`src/design/dsac_map.svh`:
```
// Register offsets, field positions, reset values and encodings of the converter control block
`ifndef DSAC_MAP_SVH
`define DSAC_MAP_SVH

// ----------------------------------------------------------------
// Register byte addresses
// ----------------------------------------------------------------
`define DSAC_OFS_CLKDIV 12'h000
`define DSAC_OFS_CTRL0 12'h004
`define DSAC_OFS_CTRL1 12'h008
`define DSAC_OFS_INSEL 12'h00C
`define DSAC_OFS_RESL 12'h010
`define DSAC_OFS_RESM 12'h014
`define DSAC_OFS_RESH 12'h018
`define DSAC_OFS_INTC 12'h01C
`define DSAC_OFS_STAT 12'h020

// ----------------------------------------------------------------
// Field positions
// ----------------------------------------------------------------
`define DSAC_CTRL0_RST 7
`define DSAC_CTRL0_SLP 6
`define DSAC_CTRL0_OFF 5
`define DSAC_CTRL1_LATCH 2
`define DSAC_CTRL1_EOC 1
`define DSAC_INTC_GIE 0
`define DSAC_INTC_CIE 1
`define DSAC_INTC_REQ 2
`define DSAC_INTC_LDO 3

// ----------------------------------------------------------------
// Reset values and encodings
// ----------------------------------------------------------------
`define DSAC_CLKDIV_RST 5'h00
`define DSAC_CTRL0_RSTV 8'h20
`define DSAC_DIV_BYPASS 5'h1F
`define DSAC_SENSOR_SEL 4'h7
`define DSAC_RES_MAX 24'h7FFFFF
`define DSAC_RES_MIN 24'h800000

`endif

```
`src/design/dsac_pkg.sv`:
```
// Types shared by the converter control block
package dsac_pkg;
   // Operating modes of the converter
   typedef enum logic [1:0] {
      MODE_POWERDOWN,
      MODE_SLEEP,
      MODE_NORMAL,
      MODE_RESET
   } dsac_mode_t;
endpackage

```
`src/design/dsac_ctrl.sv`:
```
// APB-attached control for a 24-bit delta-sigma converter
`timescale 1ns/1ps
`include "dsac_map.svh"
module dsac_ctrl (
   input wire logic clk,
   input wire logic rst,
   input wire logic psel,
   input wire logic penable,
   input wire logic pwrite,
   input wire logic [11:0] paddr,
   input wire logic [31:0] pwdata,
   output logic [31:0] prdata,
   output logic pready,
   output logic pslverr,
   input wire logic convDone,
   input wire logic [23:0] convData,
   output logic mclkTick,
   output logic bandgapOn,
   output logic regulatorOn,
   output logic pgaOn,
   output logic coreOn,
   output logic sensorOn,
   output logic filterOn,
   output logic filterRst,
   output logic convStart,
   output logic irqOut
);
   // ----------------------------------------------------------------
   // Register state
   // ----------------------------------------------------------------
   logic [4:0] clockDivideField_r; // Master clock divide field
   logic powerOffBit_r; // Converter power off
   logic sleepBit_r; // Converter sleep
   logic filterResetBit_r; // Filter reset request
   logic [2:0] osrSel_r; // Oversampling select, stored only
   logic [2:0] rateSel_r; // Filter rate select, stored only
   logic resultLatchEnable_r; // Freeze results
   logic endFlag_r; // End of conversion flag
   logic [7:0] inputSel_r; // Negative and positive input select
   logic globalIntEn_r; // Global interrupt enable
   logic convIntEn_r; // Converter interrupt enable
   logic intReq_r; // Converter interrupt request flag
   logic regulatorEnableBit_r; // Bandgap and regulator enable
   logic [23:0] result_r; // Latest accepted result
   logic filterResetDly_r; // Previous filter reset value
   dsac_pkg::dsac_mode_t mode; // Decoded operating mode
   logic wrEn; // Write strobe
   logic rdEn; // Read strobe
   logic mapped; // Address hits a register
   logic doneSeen; // Result accepted this cycle
   logic [31:0] rdMux; // Read data select

   // Write decode helper
   function automatic logic hit(input logic [11:0] a, input logic [11:0] ofs);
      hit = (a == ofs);
   endfunction

   // ----------------------------------------------------------------
   // APB decode
   // ----------------------------------------------------------------
   // Zero-wait slave: pready in the access phase
   assign wrEn = psel && penable && pwrite && pready;
   assign rdEn = psel && penable && !pwrite && pready;
   assign mapped = (paddr[11:6] == 6'h00) && (paddr[1:0] == 2'b00) && (paddr[5:2] <= 4'h8);
   assign doneSeen = convDone && !resultLatchEnable_r && (mode == dsac_pkg::MODE_NORMAL);

   // Ready one cycle after setup
   always_ff @(posedge clk or posedge rst) begin
      if (rst) begin
         pready <= 1'b0;
         pslverr <= 1'b0;
      end else begin
         pready <= psel && !penable;
         pslverr <= psel && !penable && !mapped;
      end
   end

   // ----------------------------------------------------------------
   // Mode decode
   // ----------------------------------------------------------------
   // Power-off first, then sleep, then filter reset
   always_comb begin
      if (powerOffBit_r) begin
         mode = dsac_pkg::MODE_POWERDOWN;
      end else if (sleepBit_r) begin
         mode = dsac_pkg::MODE_SLEEP;
      end else if (filterResetBit_r) begin
         mode = dsac_pkg::MODE_RESET;
      end else begin
         mode = dsac_pkg::MODE_NORMAL;
      end
   end

   // Analog enables per mode
   always_ff @(posedge clk or posedge rst) begin
      if (rst) begin
         bandgapOn <= 1'b0;
         regulatorOn <= 1'b0;
         pgaOn <= 1'b0;
         coreOn <= 1'b0;
         sensorOn <= 1'b0;
         filterOn <= 1'b0;
         filterRst <= 1'b0;
      end else begin
         regulatorOn <= regulatorEnableBit_r;
         bandgapOn <= regulatorEnableBit_r || !powerOffBit_r;
         case (mode)
            dsac_pkg::MODE_POWERDOWN: begin
               pgaOn <= 1'b0;
               coreOn <= 1'b0;
               sensorOn <= 1'b0;
               filterOn <= 1'b0;
               filterRst <= 1'b0;
            end
            dsac_pkg::MODE_SLEEP: begin
               pgaOn <= 1'b1;
               coreOn <= 1'b0;
               sensorOn <= 1'b0;
               filterOn <= 1'b1;
               filterRst <= 1'b0;
            end
            default: begin
               pgaOn <= 1'b1;
               coreOn <= 1'b1;
               // Sensor follows input selection
               sensorOn <= (inputSel_r[7:4] == `DSAC_SENSOR_SEL) || (inputSel_r[3:0] == `DSAC_SENSOR_SEL);
               filterOn <= 1'b1;
               filterRst <= (mode == dsac_pkg::MODE_RESET);
            end
         endcase
      end
   end

   // Start pulse on falling edge of filter reset while running
   always_ff @(posedge clk or posedge rst) begin
      if (rst) begin
         filterResetDly_r <= 1'b0;
         convStart <= 1'b0;
      end else begin
         filterResetDly_r <= filterResetBit_r;
         convStart <= filterResetDly_r && !filterResetBit_r && !powerOffBit_r && !sleepBit_r;
      end
   end

   // ----------------------------------------------------------------
   // Register writes
   // ----------------------------------------------------------------
   // Clock divider, only five bits kept
   always_ff @(posedge clk or posedge rst) begin
      if (rst) begin
         clockDivideField_r <= `DSAC_CLKDIV_RST;
      end else if (wrEn && hit(paddr, `DSAC_OFS_CLKDIV)) begin
         clockDivideField_r <= pwdata[4:0];
      end
   end

   // First control register
   always_ff @(posedge clk or posedge rst) begin
      if (rst) begin
         filterResetBit_r <= 1'b0;
         sleepBit_r <= 1'b0;
         powerOffBit_r <= 1'b1;
         osrSel_r <= 3'h0;
      end else if (wrEn && hit(paddr, `DSAC_OFS_CTRL0)) begin
         filterResetBit_r <= pwdata[`DSAC_CTRL0_RST];
         sleepBit_r <= pwdata[`DSAC_CTRL0_SLP];
         powerOffBit_r <= pwdata[`DSAC_CTRL0_OFF];
         osrSel_r <= pwdata[4:2];
      end
   end

   // Second control register settings
   always_ff @(posedge clk or posedge rst) begin
      if (rst) begin
         rateSel_r <= 3'h0;
         resultLatchEnable_r <= 1'b0;
      end else if (wrEn && hit(paddr, `DSAC_OFS_CTRL1)) begin
         rateSel_r <= pwdata[7:5];
         resultLatchEnable_r <= pwdata[`DSAC_CTRL1_LATCH];
      end
   end

   // End flag: set wins over software write, never self-clears
   always_ff @(posedge clk or posedge rst) begin
      if (rst) begin
         endFlag_r <= 1'b0;
      end else if (doneSeen) begin
         endFlag_r <= 1'b1;
      end else if (wrEn && hit(paddr, `DSAC_OFS_CTRL1)) begin
         endFlag_r <= pwdata[`DSAC_CTRL1_EOC];
      end
   end

   // Input select and interrupt control
   always_ff @(posedge clk or posedge rst) begin
      if (rst) begin
         inputSel_r <= 8'h00;
         globalIntEn_r <= 1'b0;
         convIntEn_r <= 1'b0;
         regulatorEnableBit_r <= 1'b0;
      end else if (wrEn && hit(paddr, `DSAC_OFS_INSEL)) begin
         inputSel_r <= pwdata[7:0];
      end else if (wrEn && hit(paddr, `DSAC_OFS_INTC)) begin
         globalIntEn_r <= pwdata[`DSAC_INTC_GIE];
         convIntEn_r <= pwdata[`DSAC_INTC_CIE];
         regulatorEnableBit_r <= pwdata[`DSAC_INTC_LDO];
      end
   end

   // Request flag set regardless of enables
   always_ff @(posedge clk or posedge rst) begin
      if (rst) begin
         intReq_r <= 1'b0;
      end else if (doneSeen) begin
         intReq_r <= 1'b1;
      end else if (wrEn && hit(paddr, `DSAC_OFS_INTC)) begin
         intReq_r <= pwdata[`DSAC_INTC_REQ];
      end
   end

   // Interrupt output gated by both enables
   always_ff @(posedge clk or posedge rst) begin
      if (rst) begin
         irqOut <= 1'b0;
      end else begin
         irqOut <= intReq_r && globalIntEn_r && convIntEn_r;
      end
   end

   // ----------------------------------------------------------------
   // Result capture
   // ----------------------------------------------------------------
   // Overwrite in normal mode unless latched; 24-bit two's complement kept as is
   always_ff @(posedge clk or posedge rst) begin
      if (rst) begin
         result_r <= 24'h000000;
      end else if (doneSeen) begin
         result_r <= convData;
      end
   end

   // ----------------------------------------------------------------
   // Read path
   // ----------------------------------------------------------------
   always_comb begin
      rdMux = 32'h00000000;
      case (paddr)
         `DSAC_OFS_CLKDIV: rdMux = {27'h0, clockDivideField_r};
         `DSAC_OFS_CTRL0: rdMux = {24'h000000, filterResetBit_r, sleepBit_r, powerOffBit_r, osrSel_r, 2'b00};
         `DSAC_OFS_CTRL1: rdMux = {24'h000000, rateSel_r, 2'b00, resultLatchEnable_r, endFlag_r, 1'b0};
         `DSAC_OFS_INSEL: rdMux = {24'h000000, inputSel_r};
         `DSAC_OFS_RESL: rdMux = {24'h000000, result_r[7:0]};
         `DSAC_OFS_RESM: rdMux = {24'h000000, result_r[15:8]};
         `DSAC_OFS_RESH: rdMux = {24'h000000, result_r[23:16]};
         `DSAC_OFS_INTC: rdMux = {28'h0000000, regulatorEnableBit_r, intReq_r, convIntEn_r, globalIntEn_r};
         `DSAC_OFS_STAT: rdMux = {30'h0, mode};
         default: rdMux = 32'h00000000;
      endcase
   end

   // Read data registered at the end of setup
   always_ff @(posedge clk or posedge rst) begin
      if (rst) begin
         prdata <= 32'h00000000;
      end else if (psel && !penable && !pwrite) begin
         prdata <= rdMux;
      end
   end

   // ----------------------------------------------------------------
   // Master clock divider
   // ----------------------------------------------------------------
   dsac_clkdiv u_clkdiv (
      .clk(clk),
      .rst(rst),
      .divField(clockDivideField_r),
      .mclkTick(mclkTick)
   );

   // ----------------------------------------------------------------
   // Checks
   // ----------------------------------------------------------------
   property p_pd_off;
      @(posedge clk) disable iff (rst)
      powerOffBit_r |=> (!pgaOn && !coreOn && !filterOn);
   endproperty
   a_pd_off: assert property (p_pd_off) else $error("Power-down left analog on");

   property p_pd_ldo;
      @(posedge clk) disable iff (rst)
      powerOffBit_r |=> (regulatorOn == $past(regulatorEnableBit_r));
   endproperty
   a_pd_ldo: assert property (p_pd_ldo) else $error("Regulator does not follow enable");

   property p_sleep;
      @(posedge clk) disable iff (rst)
      (!powerOffBit_r && sleepBit_r) |=> (pgaOn && filterOn && !coreOn && !sensorOn);
   endproperty
   a_sleep: assert property (p_sleep) else $error("Sleep enables wrong");

   property p_reset_hold;
      @(posedge clk) disable iff (rst)
      (mode == dsac_pkg::MODE_RESET) |=> (filterRst && !convStart);
   endproperty
   a_reset_hold: assert property (p_reset_hold) else $error("Filter reset not held");

   property p_start;
      @(posedge clk) disable iff (rst)
      ($fell(filterResetBit_r) && !powerOffBit_r && !sleepBit_r) |=> convStart;
   endproperty
   a_start: assert property (p_start) else $error("No start after reset release");

   property p_eoc;
      @(posedge clk) disable iff (rst)
      doneSeen |=> (endFlag_r && intReq_r && result_r == $past(convData));
   endproperty
   a_eoc: assert property (p_eoc) else $error("End of conversion not recorded");

   property p_latch;
      @(posedge clk) disable iff (rst)
      (resultLatchEnable_r && convDone) |=> $stable(result_r) && ($past(wrEn) || ($stable(endFlag_r) && $stable(intReq_r)));
   endproperty
   a_latch: assert property (p_latch) else $error("Latched result changed");

   property p_irq;
      @(posedge clk) disable iff (rst)
      irqOut |-> $past(intReq_r && globalIntEn_r && convIntEn_r);
   endproperty
   a_irq: assert property (p_irq) else $error("Interrupt without both enables");

   property p_div_read;
      @(posedge clk) disable iff (rst)
      (psel && !penable && !pwrite && paddr == `DSAC_OFS_CLKDIV) |=> (prdata[31:5] == 27'h0);
   endproperty
   a_div_read: assert property (p_div_read) else $error("Divider upper bits not zero");
endmodule

```
`src/design/dsac_clkdiv.sv`:
```
// Converter master clock enable generator
`timescale 1ns/1ps
`include "dsac_map.svh"
module dsac_clkdiv (
   input wire logic clk,
   input wire logic rst,
   input wire logic [4:0] divField,
   output logic mclkTick
);
   logic [5:0] cnt_r; // Counts system clocks per master clock period
   logic [5:0] limit; // Period minus one

   // ----------------------------------------------------------------
   // Period select
   // ----------------------------------------------------------------
   // Divide by 2*(field+1), or pass sysclk on all-ones
   assign limit = (divField == `DSAC_DIV_BYPASS) ? 6'h00 : ({divField, 1'b0} + 6'h01);

   // Free-running counter, one tick each period
   always_ff @(posedge clk or posedge rst) begin
      if (rst) begin
         cnt_r <= 6'h00;
         mclkTick <= 1'b0;
      end else if (cnt_r >= limit) begin
         cnt_r <= 6'h00;
         mclkTick <= 1'b1;
      end else begin
         cnt_r <= cnt_r + 6'h01;
         mclkTick <= 1'b0;
      end
   end

   // Tick spacing for a zero field: one tick every second clock
   property p_tick_gap;
      @(posedge clk) disable iff (rst)
      (mclkTick && divField == 5'h00) ##1 (divField == 5'h00) |-> !mclkTick ##1 mclkTick;
   endproperty
   a_tick_gap: assert property (p_tick_gap) else $error("Divide-by-two tick spacing wrong");

   property p_bypass;
      @(posedge clk) disable iff (rst)
      (divField == 5'h1F) [*3] |-> mclkTick;
   endproperty
   a_bypass: assert property (p_bypass) else $error("Bypass does not tick every cycle");
endmodule

```
`config.mk`:
```
export PLATFORM = sky130hd
export DESIGN_NAME = dsac_ctrl
export DESIGN_NICKNAME = d
export VERILOG_FILES = /design/src/design/dsac_pkg.sv /design/src/design/dsac_ctrl.sv /design/src/design/dsac_clkdiv.sv
export VERILOG_INCLUDE_DIRS = /design/src /design/src/design
export SDC_FILE = /design/constraint.sdc
export NUM_CORES = 1
export LEC_CHECK = 0
export ABC_AREA = 1
export BUFFER_PORTS_ARGS = -buffer_cell sky130_fd_sc_hd__buf_2
export CELL_PAD_IN_SITES_DETAIL_PLACEMENT = 0
export CELL_PAD_IN_SITES_GLOBAL_PLACEMENT = 1
export CORE_MARGIN = 8
export CORE_UTILIZATION = 41
export CTS_BUF_LIST = sky130_fd_sc_hd__clkbuf_8
export DETAILED_ROUTE_END_ITERATION = 8
export GPL_TIMING_DRIVEN = 1
export PLACE_DENSITY_LB_ADDON = 0.1
export REMOVE_ABC_BUFFERS = 1
export SKIP_LAST_GASP = 1
export SYNTH_ARGS = -nofsm -noshare
export SYNTH_HDL_FRONTEND = slang
export SYNTH_HIERARCHICAL = 1
export SYNTH_SLANG_ARGS = --single-unit
export TNS_END_PERCENT = 20
```
`constraint.sdc`:
```
create_clock -name clk -period 6 [get_ports clk]
set_input_delay 0.9 -clock clk [delete_from_list [all_inputs] [get_ports clk]]
set_output_delay 0.9 -clock clk [all_outputs]
set_load 0.05 [all_outputs]
```
==> metrics.md <==
| Metric | Value |
|---|---|
| Die X | 115 um |
| Post-synth EDFFs | 0 |
| Slew HR | 38.0% |
| Drt first pass iters | 4 |
| Ys flop type | dfrtp_1 |
| Final worst path period need | 2350 ps |
| Final hold violation count | 0 |
| Crit path largest cell delay | 450 ps |
| TritonCTS clock tree | yes |
| CP startpoint kind | primary input |
| Status | complete, no violations |
| Total Power | 1.12 mW |
| Vias in the first global route | 3275 |
| DR vias | 3371 |
| Starting density of the core | 41.7% |
| Fillers | 1006 |
| Most frequent cells in the layout | nand2_1 (192), dfrtp_1 (77), buf_2 (69) |
| Clk_lat worst skew | 350 ps |
| Share of layout cells above drive strength 1 | 17.5% |
| Clock-pin slew on the worst setup and hold paths | 90 ps |
| Clock share of power | 35.0% |
| Seq cells post-synth | 78 |
| Initial DRC count | 172 |
| P_leak | 2.58 nW |
| P_int | 779 uW |
| Largest net degree at the start of global routing | 72 |
| Maximum vdd ir drop | 0.104 mV |
| Num CTS Buffers | 9 |
| Post-DP HPWL | 7510 um |
| Final #Nets | 671 |
| Post-route DRC violation count | 0 |
| Hold Crit Class | reg2reg |
| FF-to-FF End | intReq_r |
| Max cap viols | 0 |
| Port Buf Inserts | 69 |
| Post-Synthesis Cells | 522 |
| FF-to-FF path depth | 8 |
| Die Footprint | 0.0133 mm^2 |
| F_max | 425 MHz |
| Slowest CP cell | nor2_4 |
| CTS resizes | 0 |
| Reg2reg start | sleepBit_r |
| Largest family of logic cells by synthesized area | simple AND/OR/NAND/NOR gates |
| WS Path Type | in2reg |
| Drt wl/cell | 14.0 um |
| GRT overflow | 0 |
| Internal reg-to-reg setup slack | 3910 ps |
| Post-CTS Hold Fix Bufs | 0 |
| First-pass GRT wire length | 16500 um |
| Hold EP | filterResetDly_r |
| Post-CTS setup buffers | 0 |
| Core box area | 0.00968 mm^2 |
| # IOs | 118 |
| DRT Wirelength | 10200 um |
| Post-route antenna net violation count | 0 |
| Total routing usage reported by global routing | 16.1% |
| Switch share | 30.2% |
| Synth Area per Inst | 7.73 um^2 |
| Site Rows | 36 |
| Seq pwr share | 50.0% |
| RSZ-0062 raised after global routing | no |
| DR vias/cell | 4.63 |
| Power Dens Cells | 243 mW/mm^2 |
| Sequential area share after synthesis | 48.4% |
| Clock root buffer | clkbuf_8 |
| Critical hold path startpoint | filterResetBit_r |
| Slew @ Worst Pin | 930 ps |
| Antenna cells | 0 |
| Bufs on Longest Clock Path | 2 |
| Yosys warns | 6 |
| Post-synth cell types | 29 |
| Clock sink count | 78 |
| Synth Area in XOR/XNOR | 0.651% |
| Final worst-path cycle share | 39.2% |
| Critical path peak fanout | 25 |
| Psw | 337 uW |
| Final Setup Violations | 0 |
| Synth Area in Compound Gates | 5.36% |
| Critical Path AT | 2570 ps |
| Slew Viols, Final | 0 |
| Simple-Gate Fraction of Synth Area | 32.1% |
| Hold Path Cell Cnt | 0 |
| TNS Setup | 0 ps |
| Clk_skew | 10.7 ps |
| Antenna violations before repair | 0 |
| Post-synthesis adder-cell area fraction | 2.17% |
| Async SR Flop Fraction | 100% |
| H-tree level count | 3 |
| Comb power frac | 15.0% |
| Worst hold slack | 433 ps |
| Worst Setup End Kind | flip-flop |
| P&R area growth vs syn | 13.5% |
| Commonest non-fill, non-tap cell in the layout | nand2_1 |
| Chip Height | 115 um |
| Multiplexer area fraction after synthesis | 0% |
| Synthesized cell area | 0.00404 mm^2 |
| RePlAce Congestion | 0.787 |
| Crit path cell chain | buf_2 > nor2_1 > nand2_1 > nor2_4 > nand2_1 > nor2_1 > o21ai_0 |
| Req. time, crit path | 6220 ps |
| Post-layout util | 47.3% |
## area by class of cell
type | count | area [um^2] | area share [%]
multi-input combinational | 379 | 1720 | 37.5
clock buffer | 9 | 124 | 2.70
inverter | 50 | 188 | 4.10
timing repair buffer | 72 | 368 | 8.03
clock inverter | 7 | 67.6 | 1.47
tap | 133 | 166 | 3.63
sequential | 78 | 1950 | 42.6
## flip-flops by register name, summed over array words and instances, names as in the netlist, 3 cells and up
signal / count
result_r: 24
inputSel_r: 8
prdata: 8
u_clkdiv/cnt_r: 6
clockDivideField_r: 5
osrSel_r: 3
rateSel_r: 3
## per-stage QoR
| stage | instances | instance area [um^2] | setup WS [ps] |
|---|---|---|---|
| final | 728 | 4580 | 3650 |
| after global placement | 712 | 4390 | 3350 |
| after CTS | 728 | 4580 | 3670 |
| after detailed placement | 712 | 4390 | 3300 |
| after global routing | 728 | 4580 | 3460 |
| after floorplan | 507 | 3860 | 3310 |
## synth_stat cells, types with 2 or more instances
cell / count / area share [%]
clkbuf_1: 3 / 0.28
o21ai_1: 2 / 0.25
nand3_1: 52 / 6.4
buf_2: 5 / 0.62
buf_4: 29 / 5.4
nand2_1: 192 / 18
nand4_1: 3 / 0.47
a21oi_1: 3 / 0.37
xnor2_1: 2 / 0.43
nand2_2: 4 / 0.62
nor2_2: 5 / 0.77
nor2_4: 2 / 0.56
inv_1: 48 / 4.5
dfrtp_1: 77 / 48
o21ai_0: 35 / 4.3
ha_1: 7 / 2.2
nor2_1: 41 / 3.8
## how the worst max path moves through the flow
stage                        start                    end
after floorplan                rst              bandgapOn
after global placement    paddr[1]       filterResetBit_r
after detailed placement  paddr[7]  clockDivideField_r[0]
after CTS                 paddr[7]  clockDivideField_r[0]
after global routing      paddr[7]  clockDivideField_r[2]
final                     paddr[7]  clockDivideField_r[0]
## power by group through the flow
stage          Combinational (mW)  Clock [mW]  Sequential [mW]
2_1_floorplan               0.111           0            0.578
3_3_place_gp                0.166           0            0.568
3_5_place_dp                0.169           0            0.568
4_1_cts                     0.170       0.403            0.558
5_1_grt                     0.189       0.426            0.561
6_report                    0.167       0.391            0.557
## critical path: cells and delay by family
kind,cells,cell delay (ps)
buffers and inverters,1,90
and+or+nand+nor,5,1440
AOI/OAI and AO/OA,1,120
## cell families (layout without fill, tap and decap cells)
| kind of cell | Yosys count | in the layout |
|---|---|---|
| buf+inv | 88 | 138 |
| xor+xnor | 3 | 3 |
| flops | 78 | 78 |
| simple gates | 303 | 303 |
| fa+ha+maj | 7 | 7 |
| other cells | 1 | 24 |
| compound gates | 42 | 42 |
## per-layer routing
layer	GRT usage, %	part of all wire (%)
met1	21.2	46
met2	25.7	46
met3	2.73	6.8
met4	6.04	1.2
met5	0	0
Power figures use the tool's default switching activity.
